===== src/verilog/aci_regs.vh =====
// Constants for the converter command interface
// Summary of operation
// - Act as a serial-bus target for standard, fast and fast-plus controllers.
// - Never pull the serial clock line low; no clock stretching.
// - Pick the 7-bit address from 16 values set by two strap pins.
// - Result-ready pin is open drain: only driven low, pulled high outside.
// - Drive result-ready low when a new result exists; controller waits for fall.
// - Command 06h resets the interface and converter state.
// - Command 40h plus one data byte loads the configuration register.
// - Command 20h returns the configuration register on the next read.
// - Command 08h starts converting; continuous mode keeps converting.
// - Command 10h returns the latest result as three bytes on next read.
// - Command 02h stops converting and enters power-down.
// - Input select 111 shorts both converter inputs to mid-supply.
// - Config: select 7:5, gain 4, rate 3:2, mode 1, reference 0; reset zero.
// - Status bit 7 sets on new result and clears when command 10h is received.
// - Rate codes 00,01,10,11 give 20, 90, 330 and 1000 samples per second.
`ifndef ACI_REGS_VH
`define ACI_REGS_VH

`define CLK_HZ          25000000
`define POWERUP_US      500
`define ADDR_PREFIX     3'h4
`define CMD_RESET       8'h06
`define CMD_START       8'h08
`define CMD_SLEEP       8'h02
`define CMD_READ_DATA   8'h10
`define CMD_READ_CFG    8'h20
`define CMD_READ_STATUS 8'h24
`define CMD_WRITE_CFG   8'h40
`define CFG_RESET       8'h00
`define CFG_SEL_HI      7
`define CFG_SEL_LO      5
`define CFG_GAIN        4
`define CFG_RATE_HI     3
`define CFG_RATE_LO     2
`define CFG_MODE        1
`define CFG_REF         0
`define STATUS_READY    7
`define SEL_MID_SHORT   3'h7
`define RATE0_SPS       20
`define RATE1_SPS       90
`define RATE2_SPS       330
`define RATE3_SPS       1000
// Clock cycles per result at each rate, clock rate over samples per second
`define RATE0_CYCLES    21'h1312D0
`define RATE1_CYCLES    21'h043D11
`define RATE2_CYCLES    21'h0127ED
`define RATE3_CYCLES    21'h0061A8
`define IDLE_FILL       8'hFF

`endif


===== src/verilog/aci_i2c_target.v =====
// Serial-bus command interface of the converter
`timescale 1ns/10ps
`include "aci_regs.vh"
module aci_i2c_target #(
   parameter [20:0] CYC_RATE0 = `RATE0_CYCLES,
   parameter [20:0] CYC_RATE1 = `RATE1_CYCLES,
   parameter [20:0] CYC_RATE2 = `RATE2_CYCLES,
   parameter [20:0] CYC_RATE3 = `RATE3_CYCLES
) (
   input  wire        clk,
   input  wire        rstn,
   input  wire        sclIn,
   output reg         sclOut,
   output reg         sclOe,
   input  wire        sdaIn,
   output reg         sdaOut,
   output reg         sdaOe,
   input  wire [1:0]  addrStrapLo,
   input  wire [1:0]  addrStrapHi,
   output reg         resultReadyNOut,
   output reg         resultReadyNOe,
   input  wire [23:0] convData,
   output reg  [2:0]  inputSelect,
   output reg         gainFour,
   output reg  [1:0]  rateSelect,
   output reg         conversionModeBit,
   output reg         refSelect,
   output reg         midShort,
   output reg         converting,
   output reg         sleeping,
   output reg         statusReady
);
   localparam [2:0] ST_IDLE = 3'h0;
   localparam [2:0] ST_ADDR = 3'h1;
   localparam [2:0] ST_AACK = 3'h2;
   localparam [2:0] ST_WR   = 3'h3;
   localparam [2:0] ST_WACK = 3'h4;
   localparam [2:0] ST_RD   = 3'h5;
   localparam [2:0] ST_RACK = 3'h6;

   wire        sclSync;
   wire        sdaSync;
   wire [3:0]  strapSync;
   reg         sclPrev;
   reg         sdaPrev;
   reg  [1:0]  strapWait;
   reg  [6:0]  ownAddr;
   reg  [2:0]  state;
   reg  [3:0]  bitCnt;
   reg  [7:0]  rxShift;
   reg  [23:0] txData;
   reg         expectData;
   reg         hostNack;
   reg  [7:0]  cfg;
   reg         cmdReset;
   reg         cmdStart;
   reg         cmdSleep;
   reg         cmdRead;
   reg  [20:0] convCount;
   reg  [20:0] convPeriod;
   reg  [23:0] result;
   wire        sclRise;
   wire        sclFall;
   wire        startCond;
   wire        stopCond;
   wire        convDone;
   wire        next_ready;

   // Bus pins pass two flops before any logic
   aci_sync2 #(
      .WIDTH (2),
      .INIT  (2'h3)
   ) u_bus_sync (
      .clk  (clk),
      .rstn (rstn),
      .din  ({sclIn, sdaIn}),
      .dout ({sclSync, sdaSync})
   );

   aci_sync2 #(
      .WIDTH (4),
      .INIT  (4'h0)
   ) u_strap_sync (
      .clk  (clk),
      .rstn (rstn),
      .din  ({addrStrapHi, addrStrapLo}),
      .dout (strapSync)
   );

   assign sclRise   = sclSync & ~sclPrev;
   assign sclFall   = ~sclSync & sclPrev;
   assign startCond = sclSync & sclPrev & sdaPrev & ~sdaSync;
   assign stopCond  = sclSync & sclPrev & ~sdaPrev & sdaSync;

   always @(posedge clk or negedge rstn) begin
      if (!rstn) begin
         sclPrev <= 1'b1;
         sdaPrev <= 1'b1;
      end else begin
         sclPrev <= sclSync;
         sdaPrev <= sdaSync;
      end
   end

   always @(posedge clk or negedge rstn) begin
      if (!rstn) begin
         strapWait <= 2'h0;
         ownAddr   <= 7'h00;
      end else if (strapWait != 2'h3) begin
         strapWait <= strapWait + 2'h1;
         ownAddr   <= {`ADDR_PREFIX, strapSync};
      end
   end

   always @(posedge clk or negedge rstn) begin
      if (!rstn) begin
         sclOut <= 1'b0;
         sclOe  <= 1'b0;
         sdaOut <= 1'b0;
      end else begin
         sclOut <= 1'b0;
         sclOe  <= 1'b0;
         sdaOut <= 1'b0;
      end
   end

   always @(posedge clk or negedge rstn) begin
      if (!rstn) begin
         state      <= ST_IDLE;
         bitCnt     <= 4'h0;
         rxShift    <= 8'h00;
         txData     <= {3{`IDLE_FILL}};
         expectData <= 1'b0;
         hostNack   <= 1'b0;
         sdaOe      <= 1'b0;
         cfg        <= `CFG_RESET;
         cmdReset   <= 1'b0;
         cmdStart   <= 1'b0;
         cmdSleep   <= 1'b0;
         cmdRead    <= 1'b0;
      end else begin
         cmdReset <= 1'b0;
         cmdStart <= 1'b0;
         cmdSleep <= 1'b0;
         cmdRead  <= 1'b0;
         if (startCond) begin
            state      <= ST_ADDR;
            bitCnt     <= 4'h0;
            expectData <= 1'b0;
            sdaOe      <= 1'b0;
         end else if (stopCond) begin
            state      <= ST_IDLE;
            expectData <= 1'b0;
            sdaOe      <= 1'b0;
         end else begin
            case (state)
               ST_ADDR, ST_WR: begin
                  if (sclRise) begin
                     rxShift <= {rxShift[6:0], sdaSync};
                     bitCnt  <= bitCnt + 4'h1;
                  end else if (sclFall && bitCnt == 4'h8) begin
                     bitCnt <= 4'h0;
                     if (state == ST_ADDR) begin
                        if (rxShift[7:1] == ownAddr) begin
                           sdaOe    <= 1'b1;
                           hostNack <= rxShift[0];
                           state    <= ST_AACK;
                        end else begin
                           state <= ST_IDLE;
                        end
                     end else begin
                        sdaOe <= 1'b1;
                        state <= ST_WACK;
                        if (expectData) begin
                           cfg        <= rxShift;
                           expectData <= 1'b0;
                        end else begin
                           case (rxShift)
                              `CMD_RESET: begin
                                 cfg      <= `CFG_RESET;
                                 txData   <= {3{`IDLE_FILL}};
                                 cmdReset <= 1'b1;
                              end
                              `CMD_START: cmdStart <= 1'b1;
                              `CMD_SLEEP: cmdSleep <= 1'b1;
                              `CMD_READ_DATA: begin
                                 txData  <= result;
                                 cmdRead <= 1'b1;
                              end
                              `CMD_READ_CFG: txData <= {cfg, {2{`IDLE_FILL}}};
                              `CMD_READ_STATUS: begin
                                 txData <= {statusReady, 7'h00, {2{`IDLE_FILL}}};
                              end
                              `CMD_WRITE_CFG: expectData <= 1'b1;
                              default: expectData <= 1'b0;
                           endcase
                        end
                     end
                  end
               end
               ST_AACK: begin
                  if (sclFall) begin
                     bitCnt <= 4'h0;
                     if (hostNack) begin
                        sdaOe <= ~txData[23];
                        state <= ST_RD;
                     end else begin
                        sdaOe <= 1'b0;
                        state <= ST_WR;
                     end
                  end
               end
               ST_WACK: begin
                  if (sclFall) begin
                     sdaOe <= 1'b0;
                     state <= ST_WR;
                  end
               end
               ST_RD: begin
                  if (sclFall) begin
                     if (bitCnt == 4'h7) begin
                        sdaOe  <= 1'b0;
                        txData <= {txData[15:0], `IDLE_FILL};
                        state  <= ST_RACK;
                     end else begin
                        bitCnt <= bitCnt + 4'h1;
                        sdaOe  <= ~txData[22 - bitCnt[2:0]];
                     end
                  end
               end
               ST_RACK: begin
                  if (sclRise) begin
                     hostNack <= sdaSync;
                  end else if (sclFall) begin
                     bitCnt <= 4'h0;
                     if (hostNack) begin
                        state <= ST_IDLE;
                     end else begin
                        sdaOe <= ~txData[23];
                        state <= ST_RD;
                     end
                  end
               end
               default: begin
                  sdaOe <= 1'b0;
               end
            endcase
         end
      end
   end

   always @(posedge clk or negedge rstn) begin
      if (!rstn) begin
         inputSelect       <= 3'h0;
         gainFour          <= 1'b0;
         rateSelect        <= 2'h0;
         conversionModeBit <= 1'b0;
         refSelect         <= 1'b0;
         midShort          <= 1'b0;
      end else begin
         inputSelect       <= cfg[`CFG_SEL_HI:`CFG_SEL_LO];
         gainFour          <= cfg[`CFG_GAIN];
         rateSelect        <= cfg[`CFG_RATE_HI:`CFG_RATE_LO];
         conversionModeBit <= cfg[`CFG_MODE];
         refSelect         <= cfg[`CFG_REF];
         midShort          <= (cfg[`CFG_SEL_HI:`CFG_SEL_LO] == `SEL_MID_SHORT);
      end
   end

   always @* begin
      case (cfg[`CFG_RATE_HI:`CFG_RATE_LO])
         2'h0:    convPeriod = CYC_RATE0;
         2'h1:    convPeriod = CYC_RATE1;
         2'h2:    convPeriod = CYC_RATE2;
         default: convPeriod = CYC_RATE3;
      endcase
   end

   assign convDone = converting & (convCount >= convPeriod - 21'h1)
                     & ~cmdReset & ~cmdSleep & ~cmdStart;

   always @(posedge clk or negedge rstn) begin
      if (!rstn) begin
         converting <= 1'b0;
         sleeping   <= 1'b0;
         convCount  <= 21'h0;
         result     <= 24'h000000;
      end else begin
         if (cmdReset) begin
            converting <= 1'b0;
            sleeping   <= 1'b0;
            convCount  <= 21'h0;
            result     <= 24'h000000;
         end else if (cmdSleep) begin
            converting <= 1'b0;
            sleeping   <= 1'b1;
            convCount  <= 21'h0;
         end else if (cmdStart) begin
            converting <= 1'b1;
            sleeping   <= 1'b0;
            convCount  <= 21'h0;
         end else if (convDone) begin
            result     <= convData;
            converting <= cfg[`CFG_MODE];
            convCount  <= 21'h0;
         end else if (converting) begin
            convCount <= convCount + 21'h1;
         end
      end
   end

   // New result wins over a same-cycle read clear; a same-cycle reset command wins over it
   assign next_ready = convDone | (statusReady & ~cmdRead & ~cmdReset);

   always @(posedge clk or negedge rstn) begin
      if (!rstn) begin
         statusReady     <= 1'b0;
         resultReadyNOut <= 1'b0;
         resultReadyNOe  <= 1'b0;
      end else begin
         statusReady     <= next_ready;
         resultReadyNOut <= 1'b0;
         // Pin low while a result waits
         resultReadyNOe  <= next_ready;
      end
   end
endmodule // aci_i2c_target


===== src/verilog/aci_sync2.v =====
// Two-flop synchroniser for pin inputs
`timescale 1ns/10ps
module aci_sync2 #(
   parameter WIDTH = 1,
   parameter [WIDTH-1:0] INIT = {WIDTH{1'b0}}
) (
   input  wire             clk,
   input  wire             rstn,
   input  wire [WIDTH-1:0] din,
   output reg  [WIDTH-1:0] dout
);
   reg [WIDTH-1:0] stage;

   always @(posedge clk or negedge rstn) begin
      if (!rstn) begin
         stage <= INIT;
         dout  <= INIT;
      end else begin
         stage <= din;
         dout  <= stage;
      end
   end
endmodule // aci_sync2


===== config.mk =====
export PLATFORM = sky130hd
export DESIGN_NAME = aci_i2c_target
export DESIGN_NICKNAME = d
export VERILOG_FILES = /design/src/verilog/aci_i2c_target.v /design/src/verilog/aci_sync2.v
export VERILOG_INCLUDE_DIRS = /design/src /design/src/verilog
export SDC_FILE = /design/constraint.sdc
export NUM_CORES = 1
export LEC_CHECK = 0
export ABC_AREA = 0
export BUFFER_PORTS_ARGS = -buffer_cell sky130_fd_sc_hd__buf_2
export CAP_MARGIN = 5
export CORE_AREA = 2 2 92 139
export CTS_BUF_LIST = sky130_fd_sc_hd__clkbuf_8
export DETAILED_ROUTE_END_ITERATION = 12
export DIE_AREA = 0 0 94 141
export GPL_ROUTABILITY_DRIVEN = 0
export GPL_TIMING_DRIVEN = 1
export PLACE_DENSITY_LB_ADDON = 0.12
export SLEW_MARGIN = 0
export SYNTH_ARGS = -nofsm -noshare
export SYNTH_HDL_FRONTEND = slang
export SYNTH_SLANG_ARGS = --single-unit
export TNS_END_PERCENT = 5

===== constraint.sdc =====
create_clock -name clk -period 4.4 [get_ports clk]
set_input_delay 1.32 -clock clk [delete_from_list [all_inputs] [get_ports clk]]
set_output_delay 1.32 -clock clk [all_outputs]
set_load 0.02 [all_outputs]

Yosys cells after proc, flatten, opt, wreduce, memory -nomap -nowiden --
Cells that the tools add are included.
Operators by class: mux-type cells 114, reduce and logical (&&, ||, !) cells 23, bitwise logic cells 28, eq/ne operators 49, $add $sub $neg 5, magnitude comparators 2
Operator list (number):
- $mux W24 | 10
- $mux W21 | 5
- $pmux W24 S4 | 1
- $mux W1 | 67
- $pmux W21 S3 | 1
- $pmux W24 S2 | 1
- $ne A4 B4 Y1 const B | 10
- $mux W3 | 13
- $lt A32 B6 Y1 const B | 1
- $mux W4 | 8
- $ne A2 B2 Y1 const B | 13
- $add A21 B1 Y21 const B | 1
- $ge A21 B21 Y1 | 1
- $sub A21 B1 Y21 const B | 1
- $reduce_and A9 Y1 | 2
- $eq A8 B6 Y1 const B | 2
- $mux W8 | 2
- $pmux W4 S4 | 1
- $pmux W3 S5 | 1
- $not A1 Y1 | 14
- $and A1 B1 Y1 | 13
- $eq A3 B3 Y1 const B | 4
- $ne A3 B3 Y1 const B | 4
- $reduce_and A10 Y1 | 1
- 36 further kinds | 44
Word-level totals: logic and storage cells 252, flip-flop bits (word level) 132, output and inout port bits 18

Depth between registers and ports, before layout --
Gate-level depths: netlist of run 1.
depth after elaboration 12, mapped depth 14, gate-level depth less buffers 12

Hierarchy --
From an unflattened synthesis of run 1, not the netlist that was laid out.
Unflattened totals: cell total of the unflattened synthesis 666, area, all modules 6962.9 sq um
By module, submodules not included:
- aci_i2c_target | times used 1, cells each 654, area an instance 6657.6 sq um, seq. area each 3035.4 sq um
- aci_sync2 (u_strap_sync) | times used 1, cells each 8, area an instance 200.2 sq um, seq. area each 200.2 sq um
- aci_sync2 (u_bus_sync) | times used 1, cells each 4, area an instance 105.1 sq um, seq. area each 105.1 sq um

Worst setup path before layout of run 1 --
No wires, ideal clock.
kind reg2reg, start register cfg[2], end register result[10], buffers on the path 2, cell stages (with the launch flop) 15, arrival 3.112 ns, slack 1.163 ns, path through dfrtp_1 -> inv_1 -> ha_1 -> inv_1 -> and3_1 -> a31oi_1 -> ha_1 -> a21oi_1 -> o21a_1 -> nor3_1 -> nor4_4 -> or3_1 -> buf_6 -> buf_12 -> mux2_4
On the way: cells in the longest elaborated chain, start to end 10
Ends and longest elaborated chain:
- start: declaration | RTL line aci_i2c_target.v:54 | reg [7:0] cfg;
- start signal: assignment | RTL line aci_i2c_target.v:136 | cfg <= `CFG_RESET;
- start signal: assignment | RTL line aci_i2c_target.v:175 | cfg <= rxShift;
- start signal: assignment | RTL line aci_i2c_target.v:180 | cfg <= `CFG_RESET;
- $eq A2 B2 Y1 (tied with other cells) | RTL line aci_i2c_target.v:271 | case (cfg[`CFG_RATE_HI:`CFG_RATE_LO])
- $pmux W21 S3 * | RTL line aci_i2c_target.v:271
- $sub A21 B1 Y21 * | RTL line aci_i2c_target.v:279 | assign convDone = converting & (convCount >= convPeriod - 21'h1)
- $ge A21 B21 Y1 * | RTL line aci_i2c_target.v:279
- $and A1 B1 Y1 * | RTL line aci_i2c_target.v:279
- $and A1 B1 Y1 * (3 in series) | RTL line aci_i2c_target.v:280 | & ~cmdReset & ~cmdSleep & ~cmdStart;
- $reduce_bool A2 Y1 (no source line) *
- $reduce_and A3 Y1 (no source line) *
- end signal: assignment | RTL line aci_i2c_target.v:303 | result <= convData;
- end: declaration | RTL line aci_i2c_target.v:61 | reg [23:0] result;
Every way passes the cells marked *; elsewhere a longest branch is shown, timed or not. A chain may end at the register's enable or synchronous reset.

Worst setup path in the final report of run 1 --
start register cfg[2], end register result[4]
Same word-level chain as after synthesis.

==> flow_summary.yaml, run 1 <==
floorplanning:
  core_area_sq_mm: 0.01220
  pin_count: 50
  die_width_microns: 94
  num_rows: 50
  die-area_sq_mm: 0.01325
  initial_core_util_pct: 58.25
  die_y_microns: 141
timing:
  min_period_ps: 3827
  period_share_pct: 86.98
  finalSetupTns_ps: 0
  worstMarginPinSlew_ps: 1000
  hold_ws_ps: 345.8
  hold_viol_final: 0
  max_freq_ghz: 0.2613
  setup_viol: 0
  maxSlewViolCount: 0
  maxSlewHeadroom_pct: 33.31
  rsz0062_at_grt: "no"
  fin_ws_ps: 573.0
  clock-skew-final_ps: 10.10
logic_synthesis:
  ys_seq_elements: 132
  ys_seq_area_share_pct: 47.02
  yosys.area.top_type: "dfrtp_1"
  syn_inst: 679
  synth_common_cells: "dfrtp_1, nand2_1, nor2_1"
  async_flop_share_pct: 100.0
  syn_area_sq_mm: 0.007106
  synth_top_area_share_pct: 35.92
  synth_edf_count: 0
  avgSynthCellArea_sq_um: 10.46
  yosys_warnings: 0
  ys_types: 63
  synth.most_common_cell: "dfrtp_1"
  synth_flop_cell: "dfrtp_1"
  ys_top_cells_by_area: "dfrtp_1, dfstp_2, ha_1, mux2_4, nand2_1"
final_layout:
  drive_above_1_share_pct: 23.24
  antenna_cells: 0
  fillers: 1009
  layout.nets: 776
  multi_input_area_sq_mm: 0.003457
  finalInstanceArea_sq_mm: 0.007840
  regArea_sq_mm: 0.003341
  area_growth_pct: 10.34
worst_setup_path:
  path_max_fanout: 25
  r2r-end: "result[4]"
  critPathSlowestCell: "dfrtp_1"
  end_kind: "register"
  reg2regPathDepth: 13
  critPathLaunch: "cfg[2]"
  cp-start-kind: "register"
  cp-endpoint: "result[4]"
  crit_type: "register to register"
  reg2reg_slack_ps: 570
  required_ps: 4720
  r2r-start: "cfg[2]"
  slowest_delay_ps: 490
  crit_chain: "inv_1, ha_1, o21ai_0, and3_1, xnor2_1, ha_1, a21oi_1, o21ai_0, a22o_1, nor4_4, or3_1, buf_4, mux2_2"
  worstPathArrival_ps: 4140
clock_network:
  cts_setup_buffers: 0
  insertion_delay_ps: 440
  cts_buffers: 17
  htreeDepth: 4
  cts_root_buf: "clkbuf_8"
  cts_hold_buf: 0
  cts_resized: 0
  tritoncts: "done"
  cts_buffer_depth: 2
  clk_pin_slew_ps: 80
  clock-sinks: 132
power:
  p_leak_nw: 3.568
  ir_drop_v: 0.0003498
  powerDensity_mw_per_mm2: 387.8
route:
  antenna_left: 0
  detail_route.wl_per_cell_microns: 17.02
  vias: 5159
  routed_via_density: 5.869
  drc: 0
  dr.pass1.iters: 6
  routed_wl_microns: 14960
  drt_iter0_markers: 358
run:
  max-cap-violations: 0
grt:
  grt_pass1_vias: 5142
  grt_max_degree: 133
  antenna_found_initial: 0
  grt_overflow_total: 0
  track_usage_pct: 24.18
  grt_pass1_wl_microns: 25160
placement:
  place_area_sq_mm: 0.007368
  pre_cts_ws_ps: 616.8
  portBuffers: 45
  hpwlAfterDp_microns: 10480
outcome:
  status: "complete, no violations"
hold_path:
  whs_path_depth: 0
  worst_hold_path_type: "register to register"
sequential cells by signal (all words and copies together), names as in the netlist, 3 cells and up:
register            flops
inputSelect             3
result                 24
u_strap_sync.stage      4
u_strap_sync.dout       4
state                   3
bitCnt                  4
convCount              21
txData                 24
cfg                     8
ownAddr                 5
rxShift                 8
how the worst min path moves through the flow:
stage                           from                   end  slack (ps)
6_report       u_strap_sync.stage[1]  u_strap_sync.dout[1]         350
5_1_grt        u_strap_sync.stage[1]  u_strap_sync.dout[1]         360
2_1_floorplan  u_strap_sync.stage[0]  u_strap_sync.dout[0]         330
3_5_place_dp   u_strap_sync.stage[1]  u_strap_sync.dout[1]         340
4_1_cts        u_strap_sync.stage[1]  u_strap_sync.dout[1]         350
3_3_place_gp   u_strap_sync.stage[3]  u_strap_sync.dout[3]         330
cell families (layout without fill, tap and decap cells):
| kind of cell | after synthesis | in the layout | share of synthesized area (%) |
|---|---|---|---|
| AOI/OAI and AO/OA | 122 | 122 | 11.67 |
| xor gates and xnor gates | 18 | 18 | 2.219 |
| buffers and inverters | 69 | 109 | 4.543 |
| muxes | 51 | 51 | 9.878 |
| adders and majority gates | 34 | 34 | 5.987 |
| and+or+nand+nor | 251 | 251 | 18.58 |
| DFF | 132 | 132 | 47.02 |
| other | 2 | 6 | 0.1057 |
report_power, final:
part | total, W | switching (W) | internal (W)
clock | 0.00120 | 0.000500 | 0.000697
sequential | 0.00146 | 0.000165 | 0.00129
combinational | 0.000386 | 0.000194 | 0.000191
total | 0.00304 | 0.000859 | 0.00218
metal layers:
metal / vias up / share of wire, % / global-route usage (%)
li1: 2469 / - / -
met1: 2558 / 41 / 29.60
met2: 109 / 53 / 41.65
met3: 23 / 3.1 / 4.383
met4: 0 / 2.5 / 10.07
met5: - / 0 / 0
stage by stage:
stage	instances	util (%)	power, W
after detailed placement	847	60.40	0.001860
final	879	64.27	0.003041
after floorplan	683	-	0.001730
after global routing	879	64.27	0.003191
after global placement	847	60.40	0.001845
after CTS	879	64.27	0.003063
cell usage in the layout, fill, tap and decap left out, types with 15 or more instances in the layout:
cell type	instances
inv_1	28
buf_2	44
mux2_4	19
dfstp_2	30
o31ai_1	19
dfrtp_1	102
a21oi_1	29
clkbuf_8	18
nand3_1	29
mux2_2	17
nor2_1	40
o21ai_0	21
nor3_1	15
ha_1	34
nand2_1	68
nor2b_1	34
critical path: cells and delay by family (launching register included):
family          cells  cell delay, ps
compound gates      4             740
fa+ha+maj           2             550
buf+inv             2             550
flops               1             490
simple gates        3             830
xor+xnor            1             150
mux                 1             400
final cells by class:
cell class	instances	share of cell area, %
clock buffers	18	3.160
clock inverters	14	2.857
inverters	28	1.341
multi-input cells	482	44.10
flip-flops and latches	132	42.61
well taps	156	2.490
repair buffers	49	3.447
No activity file was read; power rests on OpenSTA's default activity.
==> run 2: changes to the inputs <==
--- a/config.mk
+++ b/config.mk
@@ -7,12 +7,12 @@
 export NUM_CORES = 1
 export LEC_CHECK = 0
 export ABC_AREA = 0
-export BUFFER_PORTS_ARGS = -buffer_cell sky130_fd_sc_hd__buf_2
+export BUFFER_PORTS_ARGS = -buffer_cell sky130_fd_sc_hd__clkbuf_2
 export CAP_MARGIN = 5
-export CORE_AREA = 2 2 92 139
+export CORE_AREA = 3 3 93 140
 export CTS_BUF_LIST = sky130_fd_sc_hd__clkbuf_8
 export DETAILED_ROUTE_END_ITERATION = 12
-export DIE_AREA = 0 0 94 141
+export DIE_AREA = 0 0 96 143
 export GPL_ROUTABILITY_DRIVEN = 0
 export GPL_TIMING_DRIVEN = 1
 export PLACE_DENSITY_LB_ADDON = 0.12
==> run 2 against run 1 <==
  * Fmax fell by 0.56%
  * Critical path depth did not move
  * Largest cell class unchanged
  * Via count rose by 1.8%
==> flow_summary.yaml, run 2 (synthesis results as in run 1) <==
final_layout:
  drive_above_1_share_pct: 23.45
  largest_registers: "result (24), txData (24), convCount (21)"
  area_growth_pct: 9.491
  post_layout_nonfiller_instances: 878
  antenna_cells: 0
  final_common_cell: "dfrtp_1"
  layout_common_cells: "dfrtp_1, nand2_1, clkbuf_2"
  layout.nets: 778
clock_network:
  clk_pin_slew_ps: 80
  insertion_delay_ps: 450
  cts_buffers: 17
  cts_setup_buffers: 0
  cts_hold_buf: 0
  htreeDepth: 4
  cts_resized: 0
  cts_buffer_depth: 2
  cts_root_buf: "clkbuf_8"
  tritoncts: "done"
  clock-sinks: 132
route:
  vias: 5254
  dr.pass1.iters: 5
  routed_wl_microns: 15310
  antenna_left: 0
  drc: 0
  routed_via_density: 5.984
  drt_iter0_markers: 295
  detail_route.wl_per_cell_microns: 17.43
power:
  pwr-share-clk_pct: 35.8
  power.share.switching_pct: 30.09
  combPwrFrac_pct: 13.6
  ir_drop_v: 0.0002002
  switching_power_w: 0.0008644
  intPower_w: 0.002008
  p_leak_nw: 3.547
  powerDensity_mw_per_mm2: 369.2
  power_w: 0.002873
  seqPwrFrac_pct: 50.7
run:
  max-cap-violations: 0
floorplanning:
  die-area_sq_mm: 0.01373
  num_rows: 49
  die_y_microns: 143
  pin_count: 50
  die_width_microns: 96
  initial_core_util_pct: 59.43
  core_area_sq_mm: 0.01196
worst_setup_path:
  cp-start-kind: "register"
  required_ps: 4740
  crit_type: "register to register"
  path_max_fanout: 25
  worstPathArrival_ps: 4190
  end_kind: "register"
timing:
  setup_viol: 0
  clock-skew-final_ps: 9.872
  worstMarginPinSlew_ps: 977.4
  maxSlewHeadroom_pct: 34.84
  min_period_ps: 3849
  hold_viol_final: 0
  hold_ws_ps: 350.4
  rsz0062_at_grt: "no"
  max_freq_ghz: 0.2598
  period_share_pct: 87.47
  finalSetupTns_ps: 0
  maxSlewViolCount: 0
hold_path:
  worst_hold_path_type: "register to register"
grt:
  grt_pass1_vias: 5471
  antenna_found_initial: 0
  grt_pass1_wl_microns: 26260
  track_usage_pct: 24.46
  grt_max_degree: 64
  grt_overflow_total: 0
placement:
  hpwlAfterDp_microns: 11010
  portBuffers: 45
  placed_cells: 846
outcome:
  status: "complete, no violations"
[run 2: cell types whose count changed in the layout (fill, tap and decap cells not counted)]
cell / delta
buf_4: +2
buf_2: -44
clkbuf_2: +44
clkinv_2: +2
clkinv_4: +1
bufinv_16: -3
[run 2: through the flow]
stage / util [%] / setup WS (ps) / cell area, sq um
after CTS: 65.08 / 580.8 / 7780
after detailed placement: 61.73 / 652.9 / 7380
final: 65.08 / 551.5 / 7780
after floorplan: - / 1163 / 7121
after global routing: 65.08 / 356.0 / 7780
after global placement: 61.73 / 845.4 / 7380
[run 2: cell type report]
cell class / instances / area [sq um]
Fill cell: 986 / 4175
Multi-Input combinational cell: 482 / 3457
Sequential cell: 132 / 3341
Timing Repair Buffer: 51 / 285.3
Clock buffer: 18 / 247.7
Tap cell: 153 / 191.4
Clock inverter: 14 / 152.6
Inverter: 28 / 105.1
[run 2: power by group through the flow]
stage / logic, W / clock network (W) / registers [W]
2_1_floorplan: 0.000361 / 0 / 0.00137
3_3_place_gp: 0.000372 / 0 / 0.00147
3_5_place_dp: 0.000390 / 0 / 0.00148
4_1_cts: 0.000393 / 0.00105 / 0.00145
5_1_grt: 0.000445 / 0.00110 / 0.00147
6_report: 0.000389 / 0.00103 / 0.00146
[run 2: worst max-delay path, stage by stage, from the launching register on]
cell	delay (ps)
dfrtp_1	470
inv_1	150
ha_1	280
o21ai_0	240
and3_1	260
xnor2_1	160
ha_1	290
a21oi_1	180
o21ai_0	110
a22o_1	260
nor4_4	380
or3_1	180
buf_4	380
mux2_2	390
[run 2: metal layers]
| layer | global-route usage [%] | vias up | routed length (microns) |
|---|---|---|---|
| li1 | - | 2487 | - |
| met1 | 30.02 | 2596 | 6233 |
| met2 | 40.77 | 128 | 8027 |
| met3 | 4.586 | 43 | 483 |
| met4 | 11.99 | 0 | 562 |
| met5 | 0 | - | 0 |
[run 2: final timing paths]
kind                                  startpoint                    to  slack [ps]  cells past startpoint
max                                       cfg[2]             result[2]         550                     13
min                        u_strap_sync.stage[3]  u_strap_sync.dout[3]         350                      0
max reg2reg                               cfg[2]             result[2]         550                     13
min reg2reg                u_strap_sync.stage[3]  u_strap_sync.dout[3]         350                      0
max in group asynchronous                   rstn            txData[23]        2610                      2
min in group asynchronous                   rstn          convCount[9]         940                      1
